## src/ring_kick_pkg.sv

```systemverilog
package ring_kick_pkg;

  localparam int ADDR_W = 8;
  localparam int DATA_W = 32;
  localparam int NUM_EVENTS = 13;

  // Register byte offsets
  localparam logic [ADDR_W-1:0] OFF_EVENT_FLAG = 8'h04;
  localparam logic [ADDR_W-1:0] OFF_EVENT_MASK = 8'h08;
  localparam logic [ADDR_W-1:0] OFF_RX_RING_ACTIVE = 8'h10;
  localparam logic [ADDR_W-1:0] OFF_TX_RING_ACTIVE = 8'h14;
  localparam logic [ADDR_W-1:0] OFF_ETHERNET_CONTROL = 8'h24;

  // Field positions
  localparam int EVENT_LSB = 19;
  localparam int EVENT_MSB = 31;
  localparam int RING_ACTIVE_BIT = 24;
  localparam int CTRL_ENABLE_BIT = 1;
  localparam int CTRL_SOFT_RESET_BIT = 0;
  localparam int BUS_ERROR_IDX = 22 - EVENT_LSB;

  // Reset values
  localparam logic [NUM_EVENTS-1:0] EVENT_MASK_RESET = 13'h0000;
  localparam logic [NUM_EVENTS-1:0] EVENT_FLAG_RESET = 13'h0000;
  localparam logic RING_ACTIVE_RESET = 1'b0;
  localparam logic ENABLE_RESET = 1'b0;

  // Local soft reset lasts this many clock cycles
  localparam int SOFT_RESET_CYCLES = 8;
  localparam int SOFT_CNT_W = 4;

  localparam logic [1:0] RESP_OKAY = 2'h0;
  localparam logic [1:0] RESP_SLVERR = 2'h2;

  typedef struct packed {
    logic enable;
    logic dma_reset;
    logic rx_poll;
    logic tx_poll;
  } ring_ctl_t;

  typedef struct packed {
    logic rx_desc_full;
    logic tx_desc_unready;
  } ring_stop_t;

endpackage

```

## src/eth_irq_mask_and_ring_kick.sv

```systemverilog
// Contract
// - Interrupt output high when any event flag and its mask bit are set.
// - Interrupt stays until flag written one or mask bit written zero.
// - Hardware reset clears the whole interrupt mask register.
// - Mask bits 31 to 19, zero blocks a source, one passes it.
// - Event flags record every event each clock regardless of mask. Code drops events and holds all flags clear during local soft reset.
// - Any write to receive-active register sets bit 24. Code leaves bit 24 clear if the write comes while controller enable is clear.
// - Receive ring polled while receive-active and controller enable set.
// - Polled receive descriptor not empty clears receive-active, stops polling.
// - Receive-active cleared by reset and when controller enable clears.
// - Any write to transmit-active register sets bit 24. Code leaves bit 24 clear if the write comes while controller enable is clear.
// - Transmit ring polled while transmit-active and controller enable set.
// - Polled transmit descriptor not ready clears transmit-active, stops polling.
// - Transmit-active cleared by reset, enable clear, or local soft reset.
// - Enable permits traffic; clearing it resets DMA and descriptor logic.
// - Bus error sets its event flag and clears controller enable.
//
// Added by the designer: the AXI4-Lite register port.
`timescale 1ns/100ps
module eth_irq_mask_and_ring_kick
  import ring_kick_pkg::*;
(
  input wire logic aclk,
  input wire logic aresetn,
  input wire logic ce,
  input wire logic [ADDR_W-1:0] s_axi_awaddr,
  input wire logic s_axi_awvalid,
  output logic s_axi_awready,
  input wire logic [DATA_W-1:0] s_axi_wdata,
  input wire logic [3:0] s_axi_wstrb,
  input wire logic s_axi_wvalid,
  output logic s_axi_wready,
  output logic [1:0] s_axi_bresp,
  output logic s_axi_bvalid,
  input wire logic s_axi_bready,
  input wire logic [ADDR_W-1:0] s_axi_araddr,
  input wire logic s_axi_arvalid,
  output logic s_axi_arready,
  output logic [DATA_W-1:0] s_axi_rdata,
  output logic [1:0] s_axi_rresp,
  output logic s_axi_rvalid,
  input wire logic s_axi_rready,
  input wire logic [NUM_EVENTS-1:0] event_in,
  input wire ring_stop_t ring_stop,
  output ring_ctl_t ring_ctl,
  output logic irq
);

  typedef enum logic [1:0] {CTL_RUN, CTL_SOFT_RESET} ctl_state_t;

  // Write channel state
  logic aw_have_reg, aw_have_next;
  logic w_have_reg, w_have_next;
  logic [ADDR_W-1:0] waddr_reg, waddr_next;
  logic [DATA_W-1:0] wdata_reg, wdata_next;
  logic [3:0] wstrb_reg, wstrb_next;
  logic bvalid_reg, bvalid_next;
  logic [1:0] bresp_reg, bresp_next;
  logic awready_reg, awready_next;
  logic wready_reg, wready_next;
  logic wr_fire;
  logic [DATA_W-1:0] wbits;

  // Read channel state
  logic arready_reg, arready_next;
  logic rvalid_reg, rvalid_next;
  logic [DATA_W-1:0] rdata_reg, rdata_next;
  logic [1:0] rresp_reg, rresp_next;

  // Block state
  logic [NUM_EVENTS-1:0] mask_reg, mask_next;
  logic rx_active_reg, rx_active_next;
  logic tx_active_reg, tx_active_next;
  logic enable_reg, enable_next;
  ctl_state_t ctl_state_reg, ctl_state_next;
  logic [SOFT_CNT_W-1:0] soft_cnt_reg, soft_cnt_next;
  ring_ctl_t ring_ctl_reg, ring_ctl_next;
  logic soft_clear;
  logic [NUM_EVENTS-1:0] flag_w1c;
  logic [NUM_EVENTS-1:0] flags;

  // Byte strobes widened to a bit mask
  always_comb begin
    wbits = '0;
    for (int b = 0; b < 4; b++) begin
      wbits[b*8 +: 8] = {8{wstrb_reg[b]}};
    end
  end

  assign wr_fire = aw_have_reg && w_have_reg && !bvalid_reg;
  assign soft_clear = (ctl_state_reg == CTL_SOFT_RESET);

  // AXI write channel: address and data accepted in either order
  always_comb begin
    aw_have_next = aw_have_reg;
    w_have_next = w_have_reg;
    waddr_next = waddr_reg;
    wdata_next = wdata_reg;
    wstrb_next = wstrb_reg;
    bvalid_next = bvalid_reg;
    bresp_next = bresp_reg;
    if (s_axi_awvalid && awready_reg) begin
      aw_have_next = 1'b1;
      waddr_next = s_axi_awaddr;
    end
    if (s_axi_wvalid && wready_reg) begin
      w_have_next = 1'b1;
      wdata_next = s_axi_wdata;
      wstrb_next = s_axi_wstrb;
    end
    if (wr_fire) begin
      aw_have_next = 1'b0;
      w_have_next = 1'b0;
      bvalid_next = 1'b1;
      case (waddr_reg)
        OFF_EVENT_FLAG, OFF_EVENT_MASK, OFF_RX_RING_ACTIVE,
        OFF_TX_RING_ACTIVE, OFF_ETHERNET_CONTROL: begin
          bresp_next = RESP_OKAY;
        end
        default: begin
          bresp_next = RESP_SLVERR;
        end
      endcase
    end else if (bvalid_reg && s_axi_bready) begin
      bvalid_next = 1'b0;
    end
    awready_next = !aw_have_next && !bvalid_next;
    wready_next = !w_have_next && !bvalid_next;
  end

  always_ff @(posedge aclk) begin
    if (!aresetn) begin
      aw_have_reg <= 1'b0;
      w_have_reg <= 1'b0;
      waddr_reg <= '0;
      wdata_reg <= '0;
      wstrb_reg <= '0;
      bvalid_reg <= 1'b0;
      bresp_reg <= RESP_OKAY;
      awready_reg <= 1'b0;
      wready_reg <= 1'b0;
    end else if (ce) begin
      aw_have_reg <= aw_have_next;
      w_have_reg <= w_have_next;
      waddr_reg <= waddr_next;
      wdata_reg <= wdata_next;
      wstrb_reg <= wstrb_next;
      bvalid_reg <= bvalid_next;
      bresp_reg <= bresp_next;
      awready_reg <= awready_next;
      wready_reg <= wready_next;
    end
  end

  // AXI read channel: data returned one cycle after address taken
  always_comb begin
    arready_next = arready_reg;
    rvalid_next = rvalid_reg;
    rdata_next = rdata_reg;
    rresp_next = rresp_reg;
    if (s_axi_arvalid && arready_reg) begin
      arready_next = 1'b0;
      rvalid_next = 1'b1;
      rdata_next = '0;
      rresp_next = RESP_OKAY;
      case (s_axi_araddr)
        OFF_EVENT_FLAG: begin
          rdata_next[EVENT_MSB:EVENT_LSB] = flags;
        end
        OFF_EVENT_MASK: begin
          rdata_next[EVENT_MSB:EVENT_LSB] = mask_reg;
        end
        OFF_RX_RING_ACTIVE: begin
          rdata_next[RING_ACTIVE_BIT] = rx_active_reg;
        end
        OFF_TX_RING_ACTIVE: begin
          rdata_next[RING_ACTIVE_BIT] = tx_active_reg;
        end
        OFF_ETHERNET_CONTROL: begin
          rdata_next[CTRL_ENABLE_BIT] = enable_reg;
          rdata_next[CTRL_SOFT_RESET_BIT] = soft_clear;
        end
        default: begin
          rresp_next = RESP_SLVERR;
        end
      endcase
    end else if (rvalid_reg && s_axi_rready) begin
      rvalid_next = 1'b0;
      arready_next = 1'b1;
    end
  end

  always_ff @(posedge aclk) begin
    if (!aresetn) begin
      arready_reg <= 1'b0;
      rvalid_reg <= 1'b0;
      rdata_reg <= '0;
      rresp_reg <= RESP_OKAY;
    end else if (ce) begin
      arready_reg <= arready_next || (!arready_reg && !rvalid_reg);
      rvalid_reg <= rvalid_next;
      rdata_reg <= rdata_next;
      rresp_reg <= rresp_next;
    end
  end

  // Event flags, write one to clear
  always_comb begin
    flag_w1c = '0;
    if (wr_fire && waddr_reg == OFF_EVENT_FLAG) begin
      flag_w1c = wdata_reg[EVENT_MSB:EVENT_LSB] & wbits[EVENT_MSB:EVENT_LSB];
    end
  end

  event_flag_bank u_flags (
    .aclk(aclk),
    .aresetn(aresetn),
    .ce(ce),
    .clear_all(soft_clear),
    .event_in(event_in),
    .w1c(flag_w1c),
    .mask_next(mask_next),
    .flags(flags),
    .irq(irq)
  );

  // Mask, enable, ring-active flags and local soft reset
  always_comb begin
    mask_next = mask_reg;
    enable_next = enable_reg;
    rx_active_next = rx_active_reg;
    tx_active_next = tx_active_reg;
    ctl_state_next = ctl_state_reg;
    soft_cnt_next = soft_cnt_reg;
    // Hardware stops polling on an exhausted ring; a same-cycle kick wins
    if (ring_ctl_reg.rx_poll && ring_stop.rx_desc_full) begin
      rx_active_next = 1'b0;
    end
    if (ring_ctl_reg.tx_poll && ring_stop.tx_desc_unready) begin
      tx_active_next = 1'b0;
    end
    if (wr_fire) begin
      case (waddr_reg)
        OFF_EVENT_MASK: begin
          mask_next = (mask_reg & ~wbits[EVENT_MSB:EVENT_LSB]) |
                      (wdata_reg[EVENT_MSB:EVENT_LSB] & wbits[EVENT_MSB:EVENT_LSB]);
        end
        OFF_RX_RING_ACTIVE: begin
          rx_active_next = 1'b1;
        end
        OFF_TX_RING_ACTIVE: begin
          tx_active_next = 1'b1;
        end
        OFF_ETHERNET_CONTROL: begin
          if (wbits[CTRL_ENABLE_BIT]) begin
            enable_next = wdata_reg[CTRL_ENABLE_BIT];
          end
          if (wbits[CTRL_SOFT_RESET_BIT] && wdata_reg[CTRL_SOFT_RESET_BIT]) begin
            ctl_state_next = CTL_SOFT_RESET;
            soft_cnt_next = '0;
            mask_next = EVENT_MASK_RESET;
            enable_next = ENABLE_RESET;
          end
        end
        default: begin
        end
      endcase
    end
    if (event_in[BUS_ERROR_IDX]) begin
      enable_next = 1'b0;
    end
    case (ctl_state_reg)
      CTL_RUN: begin
      end
      CTL_SOFT_RESET: begin
        // Local reset holds mask, enable and both ring-active flags at their reset values
        mask_next = EVENT_MASK_RESET;
        enable_next = ENABLE_RESET;
        tx_active_next = RING_ACTIVE_RESET;
        rx_active_next = RING_ACTIVE_RESET;
        if (soft_cnt_reg == SOFT_CNT_W'(SOFT_RESET_CYCLES - 1)) begin
          ctl_state_next = CTL_RUN;
        end else begin
          soft_cnt_next = soft_cnt_reg + 1'b1;
        end
      end
      default: begin
        ctl_state_next = CTL_RUN;
      end
    endcase
    if (!enable_next) begin
      rx_active_next = 1'b0;
      tx_active_next = 1'b0;
    end
  end

  always_comb begin
    ring_ctl_next.enable = enable_next;
    ring_ctl_next.dma_reset = !enable_next;
    ring_ctl_next.rx_poll = rx_active_next && enable_next;
    ring_ctl_next.tx_poll = tx_active_next && enable_next;
  end

  always_ff @(posedge aclk) begin
    if (!aresetn) begin
      mask_reg <= EVENT_MASK_RESET;
      enable_reg <= ENABLE_RESET;
      rx_active_reg <= RING_ACTIVE_RESET;
      tx_active_reg <= RING_ACTIVE_RESET;
      ctl_state_reg <= CTL_RUN;
      soft_cnt_reg <= '0;
      ring_ctl_reg <= '{enable: 1'b0, dma_reset: 1'b1, rx_poll: 1'b0, tx_poll: 1'b0};
    end else if (ce) begin
      mask_reg <= mask_next;
      enable_reg <= enable_next;
      rx_active_reg <= rx_active_next;
      tx_active_reg <= tx_active_next;
      ctl_state_reg <= ctl_state_next;
      soft_cnt_reg <= soft_cnt_next;
      ring_ctl_reg <= ring_ctl_next;
    end
  end

  assign s_axi_awready = awready_reg;
  assign s_axi_wready = wready_reg;
  assign s_axi_bvalid = bvalid_reg;
  assign s_axi_bresp = bresp_reg;
  assign s_axi_arready = arready_reg;
  assign s_axi_rvalid = rvalid_reg;
  assign s_axi_rdata = rdata_reg;
  assign s_axi_rresp = rresp_reg;
  assign ring_ctl = ring_ctl_reg;

endmodule

```

## src/event_flag_bank.sv

```systemverilog
`timescale 1ns/100ps
module event_flag_bank
  import ring_kick_pkg::*;
(
  input wire logic aclk,
  input wire logic aresetn,
  input wire logic ce,
  input wire logic clear_all,
  input wire logic [NUM_EVENTS-1:0] event_in,
  input wire logic [NUM_EVENTS-1:0] w1c,
  input wire logic [NUM_EVENTS-1:0] mask_next,
  output logic [NUM_EVENTS-1:0] flags,
  output logic irq
);

  logic [NUM_EVENTS-1:0] flag_reg;
  logic [NUM_EVENTS-1:0] flag_next;
  logic irq_reg;
  logic irq_next;

  genvar i;
  generate
    for (i = 0; i < NUM_EVENTS; i++) begin : g_flag
      // Event set wins over a write-one-to-clear in the same cycle
      always_comb begin
        if (clear_all) begin
          flag_next[i] = EVENT_FLAG_RESET[i];
        end else if (event_in[i]) begin
          flag_next[i] = 1'b1;
        end else if (w1c[i]) begin
          flag_next[i] = 1'b0;
        end else begin
          flag_next[i] = flag_reg[i];
        end
      end
    end
  endgenerate

  always_comb begin
    irq_next = |(flag_next & mask_next);
  end

  always_ff @(posedge aclk) begin
    if (!aresetn) begin
      flag_reg <= EVENT_FLAG_RESET;
      irq_reg <= 1'b0;
    end else if (ce) begin
      flag_reg <= flag_next;
      irq_reg <= irq_next;
    end
  end

  assign flags = flag_reg;
  assign irq = irq_reg;

endmodule

```

## config.mk

```make
export PLATFORM = sky130hd
export DESIGN_NAME = eth_irq_mask_and_ring_kick
export DESIGN_NICKNAME = d
export VERILOG_FILES = /design/src/ring_kick_pkg.sv /design/src/eth_irq_mask_and_ring_kick.sv /design/src/event_flag_bank.sv
export SDC_FILE = /design/constraint.sdc
export NUM_CORES = 1
export LEC_CHECK = 0
export BUFFER_PORTS_ARGS = -buffer_cell sky130_fd_sc_hd__buf_4
export CAP_MARGIN = 20
export CORE_UTILIZATION = 23
export CTS_CLUSTER_SIZE = 14
export DETAILED_ROUTE_END_ITERATION = 6
export PLACE_DENSITY_LB_ADDON = 0.25
export SLEW_MARGIN = 10
export SYNTH_ARGS = -nofsm -noshare
export SYNTH_HDL_FRONTEND = slang
export SYNTH_SLANG_ARGS = --single-unit
```

## constraint.sdc

```tcl
create_clock -name aclk -period 5.1 [get_ports aclk]
set_input_delay 1.275 -clock aclk [delete_from_list [all_inputs] [get_ports aclk]]
set_output_delay 1.275 -clock aclk [all_outputs]
set_load 0.02 [all_outputs]
```

==> reports/qor.csv <==
stage,metric,value,unit
outcome,status,finished clean,
sta,Final Hold Slack,0.4694,ns
global_route,vias in the first global route,4164,
floorplanning,Initial Util,0.2363,
sta,final hold vios,0,
sta,min cycle time layout,2.975,ns
global_route,largest net degree at the start of global routing,75,
sta,unrepaired setup endpoints after global routing,false,
floorplanning,row cnt,50,
floorplanning,die width,141.3,um
floorplanning,Die ar.,19970,sq um
critical_path,CP Max Fanout,13,
synth,Avg Synthesized Cell Area,7.874,sq um
global_route,first-pass GRT wire length,22230,um
layout,most frequent cells in the layout,"nand2_1, dfxtp_1, buf_4",
clock_tree,Clock Latency Late Sink,0.36,ns
critical_path,CP Class,input pin to flip-flop,
route,WL/cell,15.60,um
synth,sequential element share of the synthesized area,0.3901,
critical_path,CP top delay family,simple AND/OR/NAND/NOR gates,
critical_path,worst path arrival time,3.25,ns
route,DR pass1 iterations,5,
global_route,initial antenna violation count,0,
route,vias per inst,4.765,
floorplanning,IO Pins,121,
synth,Mapped Area,4464,sq um
route,Post-Route WL,13960,um
layout,nets@finish,706,
synth,Yosys warnings,0,
sta,Worst Clk Skew,0.006135,ns
synth,Synth area leader,dfxtp_1,
synth,synth top area cells,"dfxtp_1, nand2_1, a21boi_0, a21oi_1, o21ai_0",
critical_path,slowest CP cell,and4b_1,
placed_design,Routability Congestion,0.8812,
layout,Filler cells,2089,
sta,Final Cycle Share,0.5834,
critical_path,Worst setup SP type,input pin,
global_route,overflow left after global routing,0,
worst_hold_path,hold crit path type,flip-flop to flip-flop,
sta,final setup TNS,0,ns
clock_tree,Sink Count,87,
global_route,total track usage,0.1467,
critical_path,Worst EP required,5.38,ns
clock_tree,hold_buf cts,0,
clock_tree,root buffer cell,clkbuf_16,
pwr,PwrDens,275.3,nW/um^2
critical_path,Critical Path Max Stage Delay,0.65,ns
pwr,Max rail drop VDD,0.1516,mV
layout,"commonest non-fill, non-tap cell in the layout",nand2_1,
floorplanning,area of the core,18890,sq um
clock_tree,H-tree level count,3,
route,initial drt markers,251,
clock_tree,Post-CTS Setup Bufs,0,
synth,"EDFF count, synth",0,
synth,"flops & latches, synth",87,
synth,Syn Inst Count,567,
sta,final setup vio count,0,
route,post-route ant nets,0,
sta,final-report max-slew violation count,0,
sta,Slew @ Worst Pin,0.8354,ns
sta,Worst slew margin,0.4352,
synth,ys async rst share,0,
layout,multi-input logic area,2471,sq um
placed_design,dpl hpwl,10360,um
pwr,Pleak,2.061,nW
route,DRC violations left,0,
placed_design,Port Buffers,83,
layout,n_diodes,0,
clock_tree,post-CTS sizing,0,
clock_tree,CTS tree,built,
critical_path,CP Cell Sequence,buf_4 -> or4_1 -> nor2_1 -> and4b_1 -> a221oi_1 -> nor3b_1,
clock_tree,Num CTS Buffers,9,
clock_tree,deepest clock path buffer count,2,
floorplanning,die height,141.3,um
synth,ys flop type,dfxtp_1,
critical_path,r2r setup slk,2.17,ns
synth,post-synth top area share,0.3901,
layout,share of cells above drive strength 1,0.1795,
layout,Register Area,1742,sq um
clock_tree,"Clk pin slew, worst setup/hold paths",0.06,ns
critical_path,Buf/Inv on CP,1,
layout,Area growth syn-to-layout,23.29,%
route,DR vias,4265,
synth,post-synth cell types,55,
flow_run,Max-Cap Viols,0,
sta,top achievable clock speed,336.1,MHz
critical_path,Worst Setup End Kind,flip-flop,
## logic make-up (layout without fill, tap and decap cells)
logic type,count (synthesis),in the layout,share of synthesized area
muxes,5,5,0.01149
AOI/OAI and AO/OA,168,168,0.2430
adders and majority gates,1,1,0.002802
DFF,87,87,0.3901
buffers and inverters,62,112,0.07147
and+or+nand+nor,243,243,0.2803
other,1,19,0.0008400
## Yosys cell counts, types with 5 or more instances
cell and number:
a21oi_1 41, clkbuf_1 24, nand2_1 107, a22oi_1 12
and3_1 8, nor2_1 33, buf_4 22, dfxtp_1 87
nor2b_1 20, a21boi_0 33, inv_1 10, nand3_1 15
a221oi_1 13, nor3_1 6, o21ai_0 41, a211oi_1 5
and2_1 5, nor3b_1 14
## where the power goes
group / leakage [nW] / internal (mW) / switching, mW
clock network: 0.139 / 0.346 / 0.290
logic: 1.22 / 0.0677 / 0.0882
registers: 0.707 / 0.701 / 0.0223
## worst min-delay path: cells and delay by family, from the launching register on
family	cells	cell delay, ns
flip-flops	1	0.31
AO/OA/AOI/OAI	1	0.06
AND/OR/NAND/NOR	1	0.05
## through the flow
stage / cells / utilization / worst slack (ns) / area (sq um) / total power, mW
floorplan: 585 / - / 2.249 / 4532 / 0.8301
global placement: 878 / 0.2760 / 1.541 / 5214 / 0.8917
detailed placement: 878 / 0.2760 / 1.454 / 5214 / 0.8952
CTS: 894 / 0.2909 / 1.829 / 5497 / 1.533
global route: 895 / 0.2913 / 1.952 / 5504 / 1.587
finish: 895 / 0.2913 / 2.125 / 5504 / 1.515
## final cells by class
class,instances,area share
Sequential cell,87,0.3164
Inverter,10,0.006820
Multi-Input combinational cell,436,0.4490
Timing Repair Buffer,86,0.1173
Clock inverter,6,0.007956
Tap cell,260,0.05910
Clock buffer,10,0.04342
## worst paths after layout
check	startpoint	endpoint	cells after the start
worst max-delay path	s_axi_araddr[1]	s_axi_rdata[20]	6
worst min-delay path	s_axi_rdata[0]	s_axi_rdata[0]	2
worst max register to register	waddr_reg[2]	u_flags.irq	7
worst min register to register	s_axi_rdata[0]	s_axi_rdata[0]	2
## metal layers
layer  global-route usage  up-vias  routed length (um)
met5                    0        -                   0
met4              0.05721        0                 325
met3              0.04421       24                1069
met2               0.2168      164                5809
met1               0.1987     1966                6753
li1                     -     2111                   -
No activity file was read; power rests on OpenSTA's default activity.
